### config.mk
export PLATFORM = sky130hd
export DESIGN_NAME = fcpd_decode
export DESIGN_NICKNAME = d
export VERILOG_FILES = /design/src/include/fcpd_pkg.sv /design/src/rtl/fcpd_decode.sv
export VERILOG_INCLUDE_DIRS = /design/src /design/src/include
export SDC_FILE = /design/constraint.sdc
export NUM_CORES = 1
export LEC_CHECK = 0
export ABC_AREA = 1
export BUFFER_PORTS_ARGS = -buffer_cell sky130_fd_sc_hd__buf_2
export CAP_MARGIN = 20
export CORE_UTILIZATION = 40
export DETAILED_ROUTE_END_ITERATION = 16
export GPL_TIMING_DRIVEN = 0
export PLACE_DENSITY = 0.65
export SKIP_CTS_REPAIR_TIMING = 1
export SYNTH_ARGS = -nofsm -noshare
export SYNTH_HDL_FRONTEND = slang
export SYNTH_SLANG_ARGS = --single-unit
### constraint.sdc
create_clock -name i_clk -period 2.5 [get_ports i_clk]
set_input_delay 0.5 -clock i_clk [delete_from_list [all_inputs] [get_ports i_clk]]
set_output_delay 0.5 -clock i_clk [all_outputs]
set_load 0.03 [all_outputs]
### src/include/fcpd_map.svh
// register-free constants for the floppy command parameter decoder
`ifndef FCPD_MAP_SVH
`define FCPD_MAP_SVH
`define FCPD_BASE_SECTOR_BYTES   17'h00080
`define FCPD_MAX_SIZE_CODE       3'h7
`define FCPD_QUEUE_EN_LOW_DEF    1'b1
`define FCPD_QUEUE_THR_DEF       4'h0
`define FCPD_PRECOMP_TRK_DEF     8'h00
`define FCPD_LOAD_UNIT_NS        1000
`define FCPD_CLK_PERIOD_NS       5
`define FCPD_LOAD_UNIT_CYC       ((`FCPD_LOAD_UNIT_NS + `FCPD_CLK_PERIOD_NS - 1) / `FCPD_CLK_PERIOD_NS)
`endif

### src/include/fcpd_pkg.sv
// types for the floppy command parameter decoder
package fcpd_pkg;
    typedef struct packed {
        logic       density_mfm;
        logic       cylinder_span_flag;
        logic       head_select;
        logic [1:0] drive_select_bits;
        logic [2:0] size_code;
        logic [7:0] short_sector_length;
        logic [7:0] intersector_gap_length;
        logic [7:0] perp_gap_length;
        logic [7:0] target_cylinder;
    } fcpd_cmd_t;

    typedef struct packed {
        logic       queue_enable_low;
        logic [3:0] queue_threshold;
        logic [7:0] precomp_start_track;
    } fcpd_cfg_t;

    typedef enum logic [1:0] {
        HD_IDLE    = 2'b00,
        HD_LOADING = 2'b01,
        HD_ACTIVE  = 2'b10,
        HD_HOLD    = 2'b11
    } fcpd_head_t;
endpackage : fcpd_pkg

### src/rtl/fcpd_decode.sv
// floppy command parameter decoder with head load/unload timing
`include "fcpd_map.svh"
`timescale 1ns/1ps
`default_nettype none

// Functional notes
// [RULE1] density bit one MFM, zero FM
// [RULE2] span flag continues head 0 into head 1
// [RULE3] sector bytes 128 shifted by code
// [RULE4] code zero: 128 bytes, length from short
// [RULE5] host avoids impossible size combinations
// [RULE6] head select picks disk side
// [RULE7] wait head load time before transfer
// [RULE8] hold head for unload time after execution
// [RULE9] gap length sets gap 3 size
// [RULE10] perpendicular mode sets gap 2 length
// [RULE11] lock governs soft reset of configuration
// [RULE12] locked config survives soft reset
// [RULE13] short sector: discard on read, zero-fill write
// [RULE14] two select bits choose one of four drives
module fcpd_decode #(
    parameter int LOAD_UNIT_CYC = `FCPD_LOAD_UNIT_CYC
) (
    input  wire logic              i_clk,
    input  wire logic              i_reset_n,
    input  wire logic              i_cmd_load,
    input  wire fcpd_pkg::fcpd_cmd_t i_cmd,
    input  wire logic              i_perp_mode,
    input  wire logic              i_cfg_load,
    input  wire fcpd_pkg::fcpd_cfg_t i_cfg,
    input  wire logic              i_lock_load,
    input  wire logic              i_lock,
    input  wire logic              i_soft_reset,
    input  wire logic [7:0]        i_head_load_time,
    input  wire logic [7:0]        i_head_unload_time,
    input  wire logic              i_exec_start,
    input  wire logic              i_exec_end,
    input  wire logic              i_last_sector,
    input  wire logic              i_write_mode,
    input  wire logic [16:0]       i_byte_index,
    output logic                   o_mfm,
    output logic                   o_side,
    output logic [3:0]             o_drive_onehot,
    output logic [16:0]            o_sector_bytes,
    output logic [16:0]            o_xfer_bytes,
    output logic [7:0]             o_gap3_len,
    output logic [7:0]             o_gap2_len,
    output logic [7:0]             o_target_cylinder,
    output logic                   o_head_loaded,
    output logic                   o_xfer_ready,
    output logic                   o_pass_to_host,
    output logic                   o_zero_fill,
    output logic                   o_track_done,
    output logic                   o_lock,
    output fcpd_pkg::fcpd_cfg_t    o_cfg
);
    fcpd_pkg::fcpd_cmd_t  cmd_reg;
    fcpd_pkg::fcpd_head_t head_reg;
    logic [7:0]           tick_reg;
    logic [15:0]          unit_reg;
    logic [16:0]          size_next;
    logic [16:0]          xfer_next;
    logic                 unit_tick;

    // sector size from code, limited to the top code
    always_comb begin
        logic [2:0] code;
        code = cmd_reg.size_code;
        if (code > `FCPD_MAX_SIZE_CODE) begin
            code = `FCPD_MAX_SIZE_CODE;
        end
        size_next = `FCPD_BASE_SECTOR_BYTES << code; // [RULE3]
        if (code == 3'h0) begin
            xfer_next = {9'h000, cmd_reg.short_sector_length}; // [RULE4]
        end else begin
            xfer_next = size_next;
        end
    end

    always_ff @(posedge i_clk or negedge i_reset_n) begin
        if (!i_reset_n) begin
            cmd_reg <= '0;
        end else if (i_cmd_load) begin
            cmd_reg <= i_cmd;
        end
    end

    always_ff @(posedge i_clk or negedge i_reset_n) begin
        if (!i_reset_n) begin
            o_mfm             <= 1'b0;
            o_side            <= 1'b0;
            o_drive_onehot    <= 4'h1;
            o_sector_bytes    <= `FCPD_BASE_SECTOR_BYTES;
            o_xfer_bytes      <= 17'h00000;
            o_gap3_len        <= 8'h00;
            o_gap2_len        <= 8'h00;
            o_target_cylinder <= 8'h00;
        end else begin
            o_mfm             <= cmd_reg.density_mfm; // [RULE1]
            o_drive_onehot    <= 4'h1 << cmd_reg.drive_select_bits; // [RULE14]
            o_sector_bytes    <= size_next;
            o_xfer_bytes      <= xfer_next;
            o_gap3_len        <= cmd_reg.intersector_gap_length; // [RULE9]
            o_gap2_len        <= i_perp_mode ? cmd_reg.perp_gap_length : 8'h00; // [RULE10]
            o_target_cylinder <= cmd_reg.target_cylinder;
            // side follows head select, advanced by span at end of head 0
            if (i_cmd_load) begin
                o_side <= i_cmd.head_select; // [RULE6]
            end else if (i_last_sector && cmd_reg.cylinder_span_flag && !o_side) begin
                o_side <= 1'b1; // [RULE2]
            end
        end
    end

    // end of track: span flag makes head 1's last sector the end
    always_ff @(posedge i_clk or negedge i_reset_n) begin
        if (!i_reset_n) begin
            o_track_done <= 1'b0;
        end else begin
            o_track_done <= i_last_sector && (!cmd_reg.cylinder_span_flag || o_side); // [RULE2]
        end
    end

    // short sector handling beyond the special length
    always_ff @(posedge i_clk or negedge i_reset_n) begin
        if (!i_reset_n) begin
            o_pass_to_host <= 1'b0;
            o_zero_fill    <= 1'b0;
        end else begin
            o_pass_to_host <= !i_write_mode && (i_byte_index < xfer_next); // [RULE13]
            o_zero_fill    <= i_write_mode && (i_byte_index >= xfer_next); // [RULE13]
        end
    end

    // configuration retained across soft reset while locked
    always_ff @(posedge i_clk or negedge i_reset_n) begin
        if (!i_reset_n) begin
            o_lock <= 1'b0;
            o_cfg  <= '{`FCPD_QUEUE_EN_LOW_DEF, `FCPD_QUEUE_THR_DEF, `FCPD_PRECOMP_TRK_DEF};
        end else begin
            if (i_lock_load) begin
                o_lock <= i_lock;
            end
            if (i_cfg_load) begin
                o_cfg <= i_cfg;
            end else if (i_soft_reset && !o_lock) begin // [RULE11]
                o_cfg <= '{`FCPD_QUEUE_EN_LOW_DEF, `FCPD_QUEUE_THR_DEF,
                           `FCPD_PRECOMP_TRK_DEF}; // [RULE12]
            end
        end
    end

    // time base: one tick per load unit
    always_ff @(posedge i_clk or negedge i_reset_n) begin
        if (!i_reset_n) begin
            unit_reg <= 16'h0000;
        end else if (head_reg == fcpd_pkg::HD_LOADING || head_reg == fcpd_pkg::HD_HOLD) begin
            if (unit_tick) begin
                unit_reg <= 16'h0000;
            end else begin
                unit_reg <= unit_reg + 16'h0001;
            end
        end else begin
            unit_reg <= 16'h0000;
        end
    end
    assign unit_tick = (unit_reg == 16'(LOAD_UNIT_CYC - 1));

    // head load / unload sequencing
    always_ff @(posedge i_clk or negedge i_reset_n) begin
        if (!i_reset_n) begin
            head_reg      <= fcpd_pkg::HD_IDLE;
            tick_reg      <= 8'h00;
            o_head_loaded <= 1'b0;
            o_xfer_ready  <= 1'b0;
        end else begin
            case (head_reg)
                fcpd_pkg::HD_IDLE: begin
                    o_xfer_ready <= 1'b0;
                    if (i_exec_start) begin
                        head_reg      <= fcpd_pkg::HD_LOADING;
                        tick_reg      <= i_head_load_time;
                        o_head_loaded <= 1'b1;
                    end
                end
                fcpd_pkg::HD_LOADING: begin
                    if (tick_reg == 8'h00) begin
                        head_reg     <= fcpd_pkg::HD_ACTIVE;
                        o_xfer_ready <= 1'b1; // [RULE7]
                    end else if (unit_tick) begin
                        tick_reg <= tick_reg - 8'h01; // [RULE7]
                    end
                end
                fcpd_pkg::HD_ACTIVE: begin
                    if (i_exec_end) begin
                        head_reg     <= fcpd_pkg::HD_HOLD;
                        tick_reg     <= i_head_unload_time;
                        o_xfer_ready <= 1'b0;
                    end
                end
                fcpd_pkg::HD_HOLD: begin
                    if (i_exec_start) begin
                        head_reg     <= fcpd_pkg::HD_ACTIVE;
                        o_xfer_ready <= 1'b1;
                    end else if (tick_reg == 8'h00) begin
                        head_reg      <= fcpd_pkg::HD_IDLE;
                        o_head_loaded <= 1'b0; // [RULE8]
                    end else if (unit_tick) begin
                        tick_reg <= tick_reg - 8'h01; // [RULE8]
                    end
                end
                default: begin
                    head_reg <= fcpd_pkg::HD_IDLE;
                end
            endcase
        end
    end
endmodule : fcpd_decode
`default_nettype wire

---- Word level (Yosys, flattened, before mapping) ----
Index checks and enable logic that the tools add are counted.
storage, ports and cells
  register bits ........................... 148
  input port bits ......................... 98
  output and inout port bits .............. 83
  logic and storage cells ................. 96
operators by class
  add/subtract/negate cells ............... 2
  order comparisons ....................... 3
  equal/unequal tests ..................... 11
  shift-type cells ........................ 2
  muxes and demuxes ....................... 28
  reductions and logical operators ........ 22
operator list
  operator               number
  $mux 8                 6
  $mux 16                2
  $pmux 8 s4             1
  $mux 13                2
  $ge 17x17->1           1
  $lt 17x17->1           1
  $mux 17                1
  $shl 8x3->17 const A   1
  $add 16x1->16 const B  1
  $eq 16x8->1 const B    1
  $mux 2                 5
  $logic_not 8->1        1
  $ne 2x2->1 const B     4
  $pmux 2 s4             1
  $reduce_and 4->1       2
  $sub 8x1->8 const B    1
  $mux 1                 7
  $logic_and 1x1->1      6
  $reduce_and 3->1       2
  $reduce_bool 2->1      3
  $eq 2x2->1 const B     2
  $logic_not 1->1        4
  $ne 2x1->1 const B     2
  $pmux 1 s4             1
  other kinds (9)        10

---- Logic depth before layout (Yosys ltp) ----
Gate-level depths: netlist (run 1).
  depth after elaboration ................. 6
  depth in mapped cells ................... 16
  gate-level depth less buffers ........... 15

---- Least setup slack after synthesis (run 1) ----
OpenSTA, ideal clock, no wires.
  kind .................................... register to register
  from .................................... reg cmd_reg[34] (netlist name)
  to ...................................... reg o_zero_fill
  setup time .............................. 0.063 ns
  arrival time ............................ 1.822 ns
  data required time ...................... 2.437 ns
  setup slack ............................. 0.615 ns
  cell stages (with the launch flop) ...... 14
  buffers on the path ..................... 1
  period minus slack after synthesis ...... 1.885 ns
  cells stage by stage .................... dfrtp_1 -> buf_2 -> inv_1 -> nand2_1 -> nor2_1 -> inv_1 -> ha_1 -> nand2_1 -> nor2_1 -> nand2_1 -> nand3b_1 -> nand4_1 -> nand2_1 -> inv_1
between the ends
  cells in the longest elaborated chain, start to end .. 6
  elaborated cells on any way between the ends .. 7
  classes of those cells .................. 2 x order compare; 1 x shift; 2 x mux; 2 x reduce/logical
ends and longest elaborated chain
  item                                                              RTL line            source
  start: declaration                                                fcpd_decode.sv:57   fcpd_pkg::fcpd_cmd_t cmd_reg;
  start signal: assignment                                          fcpd_decode.sv:84   cmd_reg <= i_cmd;
  $gt 3x3->1 (no line)                                              --
  $mux 3 *                                                          fcpd_decode.sv:69   if (code > `FCPD_MAX_SIZE_CODE) begin
  $shl 8x3->17 (no line) / $logic_not 3->1 (equally long branches)  --
  $mux 17 *                                                         fcpd_decode.sv:73   if (code == 3'h0) begin
  net xfer_next[7]                                                  fcpd_decode.sv:62   logic [16:0] xfer_next;
  $ge 17x17->1 *                                                    fcpd_decode.sv:131  o_zero_fill <= i_write_mode && (i_byte_index >= xfer_next);
  $logic_and 1x1->1 *                                               fcpd_decode.sv:131
  end signal: assignment                                            fcpd_decode.sv:131
  end: declaration                                                  fcpd_decode.sv:52   output logic o_zero_fill,
Mark *: on every way through the listed nets, which the timed path passes. The rest lies on a longest branch.
A chain may end at the register's enable or synchronous reset.

---- Worst setup path in the final report (run 1) ----
Ends and elaborated chain as after synthesis.

==> results of run 1 <==
[per-stage QoR]
| step | instance area (µm²) | TNS (ps) | utilization, % |
|---|---|---|---|
| 2_1_floorplan | 5847 | 0 | - |
| 6_report | 7522 | 0 | 53.57 |
| 5_1_grt | 7522 | 0 | 53.57 |
| 4_1_cts | 7520 | 0 | 53.55 |
| 3_3_place_gp | 6908 | -132160 | 49.19 |
| 3_5_place_dp | 6942 | 0 | 49.43 |
[cells by family after synthesis]
family,Yosys count
compound gates,57
simple gates,303
other cells,1
xor+xnor,8
flops,135
buf+inv,110
fa+ha+maj,17
[cells in the final DEF (no fill, tap or decap), types with 3 or more instances in the layout]
master,synthesis,layout
nor3_2,4,4
nor3_1,14,14
nor2_1,52,52
clkbuf_1,10,13
nor2_2,3,3
nand4_1,5,5
dfrtp_1,132,132
inv_1,75,75
nand3_1,23,23
a21oi_1,11,11
ha_1,17,17
xor2_1,8,8
nand3b_1,3,3
clkbuf_16,0,17
conb_1,1,11
nand2_2,6,7
buf_4,14,14
inv_2,4,4
a22o_1,14,14
buf_2,4,170
clkinv_2,0,5
o21ai_0,25,25
clkbuf_8,0,3
dfstp_2,3,3
nand2_1,185,184
[routing by layer]
metal / track usage, % / share of wire (%) / vias to the layer above
li1: - / - / 2348
met1: 23.73 / 45 / 2081
met2: 29.49 / 47 / 107
met3: 6.877 / 6.4 / 16
met4: 5.793 / 1.3 / 0
met5: 0 / 0 / -
[path summary, 6_finish.rpt]
path	depth (start not counted)	to	slack [ps]	startpoint
max	13	o_zero_fill	320	cmd_reg[34]
min	1	o_lock	90	i_reset_n
max reg2reg	13	o_zero_fill	320	cmd_reg[34]
min reg2reg	0	o_target_cylinder[2]	370	cmd_reg[2]
max in group asynchronous	2	cmd_reg[8]	1650	i_reset_n
min in group i_clk	2	o_pass_to_host	250	i_write_mode
[where the power goes]
group	leakage [µW]	internal [µW]	total [µW]	switching (µW)
combinational	0.00214	541	1550	1010
sequential	0.00170	2440	2590	151
clock	0.000283	1540	2420	886
total	0.00412	4520	6570	2050
[layout make-up]
| cell class | instances | share of cell area (%) |
|---|---|---|
| tap | 180 | 2.994 |
| sequential | 135 | 44.96 |
| timing repair buffer | 168 | 11.56 |
| inverter | 81 | 4.042 |
| multi-input combinational | 396 | 26.33 |
| clock inverter | 9 | 1.331 |
| buffer | 29 | 2.428 |
| clock buffer | 23 | 6.354 |
[worst max-delay path, delay by kind of cell, from the launching register on]
kind	cells	cell delay [ps]
adder cells (fa/ha/maj)	1	290
buffers and inverters	4	490
flip-flops	1	350
AND/OR/NAND/NOR	8	990
==> metrics, run 1 <==
status=completed; Via density=4.458; Max FO, Critical Path=9; first-pass GRT wire length=21550 µm; LEAKAGE=0.004125 µW; Slew Limit Fails=0; Die Span X=122.5 µm; sequential area share after synthesis=58.22%; Yosys reg bits=135; Pwr Total=6572 µW; Fmax achieved=0.4588 GHz; mapped cell area=5809 µm²; Synth Area in Adders=3.661%; DR iter-0 viols=215; synthesized area per cell=9.207 µm²; max FFs per register=39; worst-margin pin slew=633.2 ps; PD cells=873.7 nW/µm²; VDD IR max=0.0004793 V; Min Hold Slack=91.62 ps; Num CTS Buffers=17; FF/Latch Area=3382 µm²; TritonCTS clock tree=done; DRC Markers=0; Core Region=14040 µm²; Mapped Cells=631; largest net degree at the start of global routing=70; Synth cell types=35; final hold violation count=0; Clock Path Buffers=2; synth cell count leaders=nand2_1 (185), dfrtp_1 (132), inv_1 (75), nor2_1 (52), o21ai_0 (25); Starting Density=41.37%; asr flop ratio synth=100.0%; Hold WC Path Type=input port to asynchronous set/reset pin; RSZ-0062 raised after global routing=false; cell with the most instances after synthesis=nand2_1; Clock Tree Root=clkbuf_16; post-synthesis xor/xnor area fraction=1.206%; die height=122.5 µm; number of flops mapped to enable cells by yosys=0; Worst Setup Start Kind=flop; post-synthesis simple-gate area fraction=22.36%; ANT cells=0; final net count=943; PnR worst setup slack=320.2 ps; layout cell share with drive strength beyond 1=29.01%; top post-synthesis cells by area=dfrtp_1 (57%), nand2_1 (12%), inv_1 (4.8%); H-tree levels=4; Setup Slack @ Placement=180.9 ps; post-DP HPWL=9278 µm; Yosys top cell area share=56.86%; largest family of logic cells by synthesized area=simple AND/OR/NAND/NOR gates; Cell Chain, Critical Path=buf_2 -> inv_1 -> nand2_2 -> nor2_1 -> inv_1 -> ha_1 -> nand2_1 -> nor2_1 -> nand2_1 -> nand3b_1 -> nand4_1 -> nand2_1 -> inv_1; 1st-pass router iterations=4; clock sinks=135; number of I/O pins=181; synth-to-layout area growth=29.49%; Inst Count DP=989; area occupied by multi-input gates=1981 µm²; Crit Path Category=flop to flop; Final min period=2180 ps; via count=4552; Die ar.=15010 µm²; Max-cap violations=0; multiplexer share of the synthesized area=0%; crit end category=flop; Port Buffers=167; Synth Flop Type=dfrtp_1; CP max-delay cell=dfrtp_1; global route overflow=0; clock input transition at the sequential cells of the worst setup and hold paths=50 ps; fill count=1336; Yosys top cell by area=dfrtp_1; Synth Area in Compound Gates=6.117%; Placement Rows=43; Critical Path RT=2850 ps; CP max stage delay=350 ps; Final GP Congestion=0.8237; gr usage total=18.66%; clk_lat worst skew=410 ps; WL per Instance=12.38 µm; skew final=5.472 ps; vias in the first global route=4474; endpoints failing setup=0; initial antenna violation count=0; fin crit share=87.19%; Layout Cells excl Fill=1021; ANT nets after route=0; WL final=12640 µm; Crit path arrival time=2530 ps; Slew headroom=57.79%; count of yosys warnings during synthesis=0
No activity file was read; power rests on OpenSTA's default activity.
==> inputs of run 2 (changes only) <==
- CORE_MARGIN: unset -> 2
==> run 2 against run 1 <==
Count of clock-buffer cells in the layout shrank 3. Worst setup slack gained 6.1 ps. Cell area grew 1.1%. Critical endpoint unchanged. Clock power grew 13%. Power grew 4.9%. Highest routed layer unchanged.
==> metrics, run 2 (same netlist as run 1, synthesis figures left out) <==
CP max-delay cell=dfrtp_1; Clock Path Buffers=2; crit end category=flop; ANT cells=0; max FFs per register=39; vias in the first global route=4431; reg2reg end=o_zero_fill; final hold violation count=0; Core Region=14370 µm²; global route overflow=0; synth-to-layout area growth=30.93%; endpoints failing setup=0; via count=4548; Num CTS Buffers=17; ANT nets after route=0; Final Util=52.93%; Pwr Total=6894 µW; initial antenna violation count=0; Clock Tree Root=clkbuf_16; first-pass GRT wire length=21450 µm; Max FO, Critical Path=9; Final GP Congestion=0.8328; VDD IR max=0.0004432 V; Port Buffers=167; Hold WC Path Type=input port to asynchronous set/reset pin; clk_lat worst skew=410 ps; LEAKAGE=0.004154 µW; clock input transition at the sequential cells of the worst setup and hold paths=60 ps; H-tree levels=4; CP max stage delay=350 ps; 1st-pass router iterations=4; Worst R2R Start=cmd_reg[34]; fin crit share=86.95%; clock sinks=135; Setup Slack @ Placement=171.5 ps; most common cell after layout, fill and taps aside=nand2_1; Slew Limit Fails=0; Cell Chain, Critical Path=buf_2 -> inv_1 -> nand2_2 -> nor2_1 -> inv_1 -> ha_1 -> nand2_1 -> nor2_1 -> nand2_1 -> nand3b_1 -> nand4_1 -> nand2_1 -> inv_1; DR iter-0 viols=240; status=completed; Placement Rows=44; number of I/O pins=181; Max-cap violations=0; Die ar.=15500 µm²; Critical Path RT=2860 ps; PnR worst setup slack=326.3 ps; Via density=4.437; WL final=12670 µm; commonest non-fill, non-tap cells in the layout=nand2_1 (184), buf_2 (170), dfrtp_1 (132), inv_1 (75), nor2_1 (52); r2r setup slk=330 ps; Crit path arrival time=2530 ps; layout cell share with drive strength beyond 1=29.25%; setup TNS=0 ps; final net count=943; worst-margin pin slew=623.1 ps; WL per Instance=12.36 µm; skew final=5.998 ps; PD cells=906.3 nW/µm²; Worst Setup Start Kind=flop; Final min period=2174 ps; Die Span X=124.5 µm; Crit. Startpoint=cmd_reg[34]; largest net degree at the start of global routing=70; Reg2Reg Depth=13; DRC Markers=0; post-DP HPWL=9311 µm; Starting Density=40.43%; Slew headroom=58.46%; Crit Path Category=flop to flop; Fmax achieved=0.4600 GHz; RSZ-0062 raised after global routing=false; gr usage total=17.29%; die height=124.5 µm; TritonCTS clock tree=done
[run 2: changes by cell type in the layout (fill, tap and decap cells not counted)]
| cell | previous run | this run |
|---|---|---|
| bufinv_16 | 2 | 5 |
| clkbuf_1 | 13 | 11 |
| clkbuf_8 | 3 | 2 |
| clkinv_2 | 5 | 2 |
| clkinv_4 | 0 | 2 |
| clkinvlp_4 | 2 | 3 |
[run 2: through the flow]
step / hold slack [ps] / std cells / instance area [µm²]
after global placement: 356.5 / 992 / 6913
final: 90.76 / 1025 / 7606
after detailed placement: 358.7 / 993 / 6947
after floorplan: 204.4 / 641 / 5847
after CTS: 110.0 / 1025 / 7604
after global routing: 137.8 / 1025 / 7606
[run 2: area by class of cell]
| type | instances | area (µm²) |
|---|---|---|
| clock inverters | 12 | 200.2 |
| inverters | 81 | 304.0 |
| plain buffers | 29 | 182.7 |
| flip-flops and latches | 135 | 3382 |
| clock buffers | 20 | 456.7 |
| repair buffers | 168 | 869.6 |
| well taps | 184 | 230.2 |
| fillers | 1387 | 6763 |
| multi-input cells | 396 | 1981 |
[run 2: report_power, final]
part	switching, µW	leakage [µW]	internal, µW
logic	1020	0.00214	541
registers	151	0.00170	2440
clock network	921	0.000312	1820
[run 2: layer usage]
layer	vias to the layer above	wire length, µm	GRT usage [%]
met5	-	0	0
met4	0	230	6.345
met3	19	878	6.314
met2	115	5799	26.52
met1	2072	5757	22.58
li1	2342	-	-
[run 2: worst max-delay path by stage]
stage,endpoint,slack [ps],cells after the start
CTS,o_zero_fill,150,13
detailed placement,o_zero_fill,170,13
global route,o_zero_fill,90,13
finish,o_zero_fill,330,13
global placement,cmd_reg[2],-970,1
floorplan,o_zero_fill,620,13
[run 2: critical path, delay by kind of cell (launching register included)]
| kind | cells | cell delay, ps |
|---|---|---|
| and+or+nand+nor | 8 | 1020 |
| buffers and inverters | 4 | 460 |
| DFF | 1 | 350 |
| adders and majority gates | 1 | 290 |
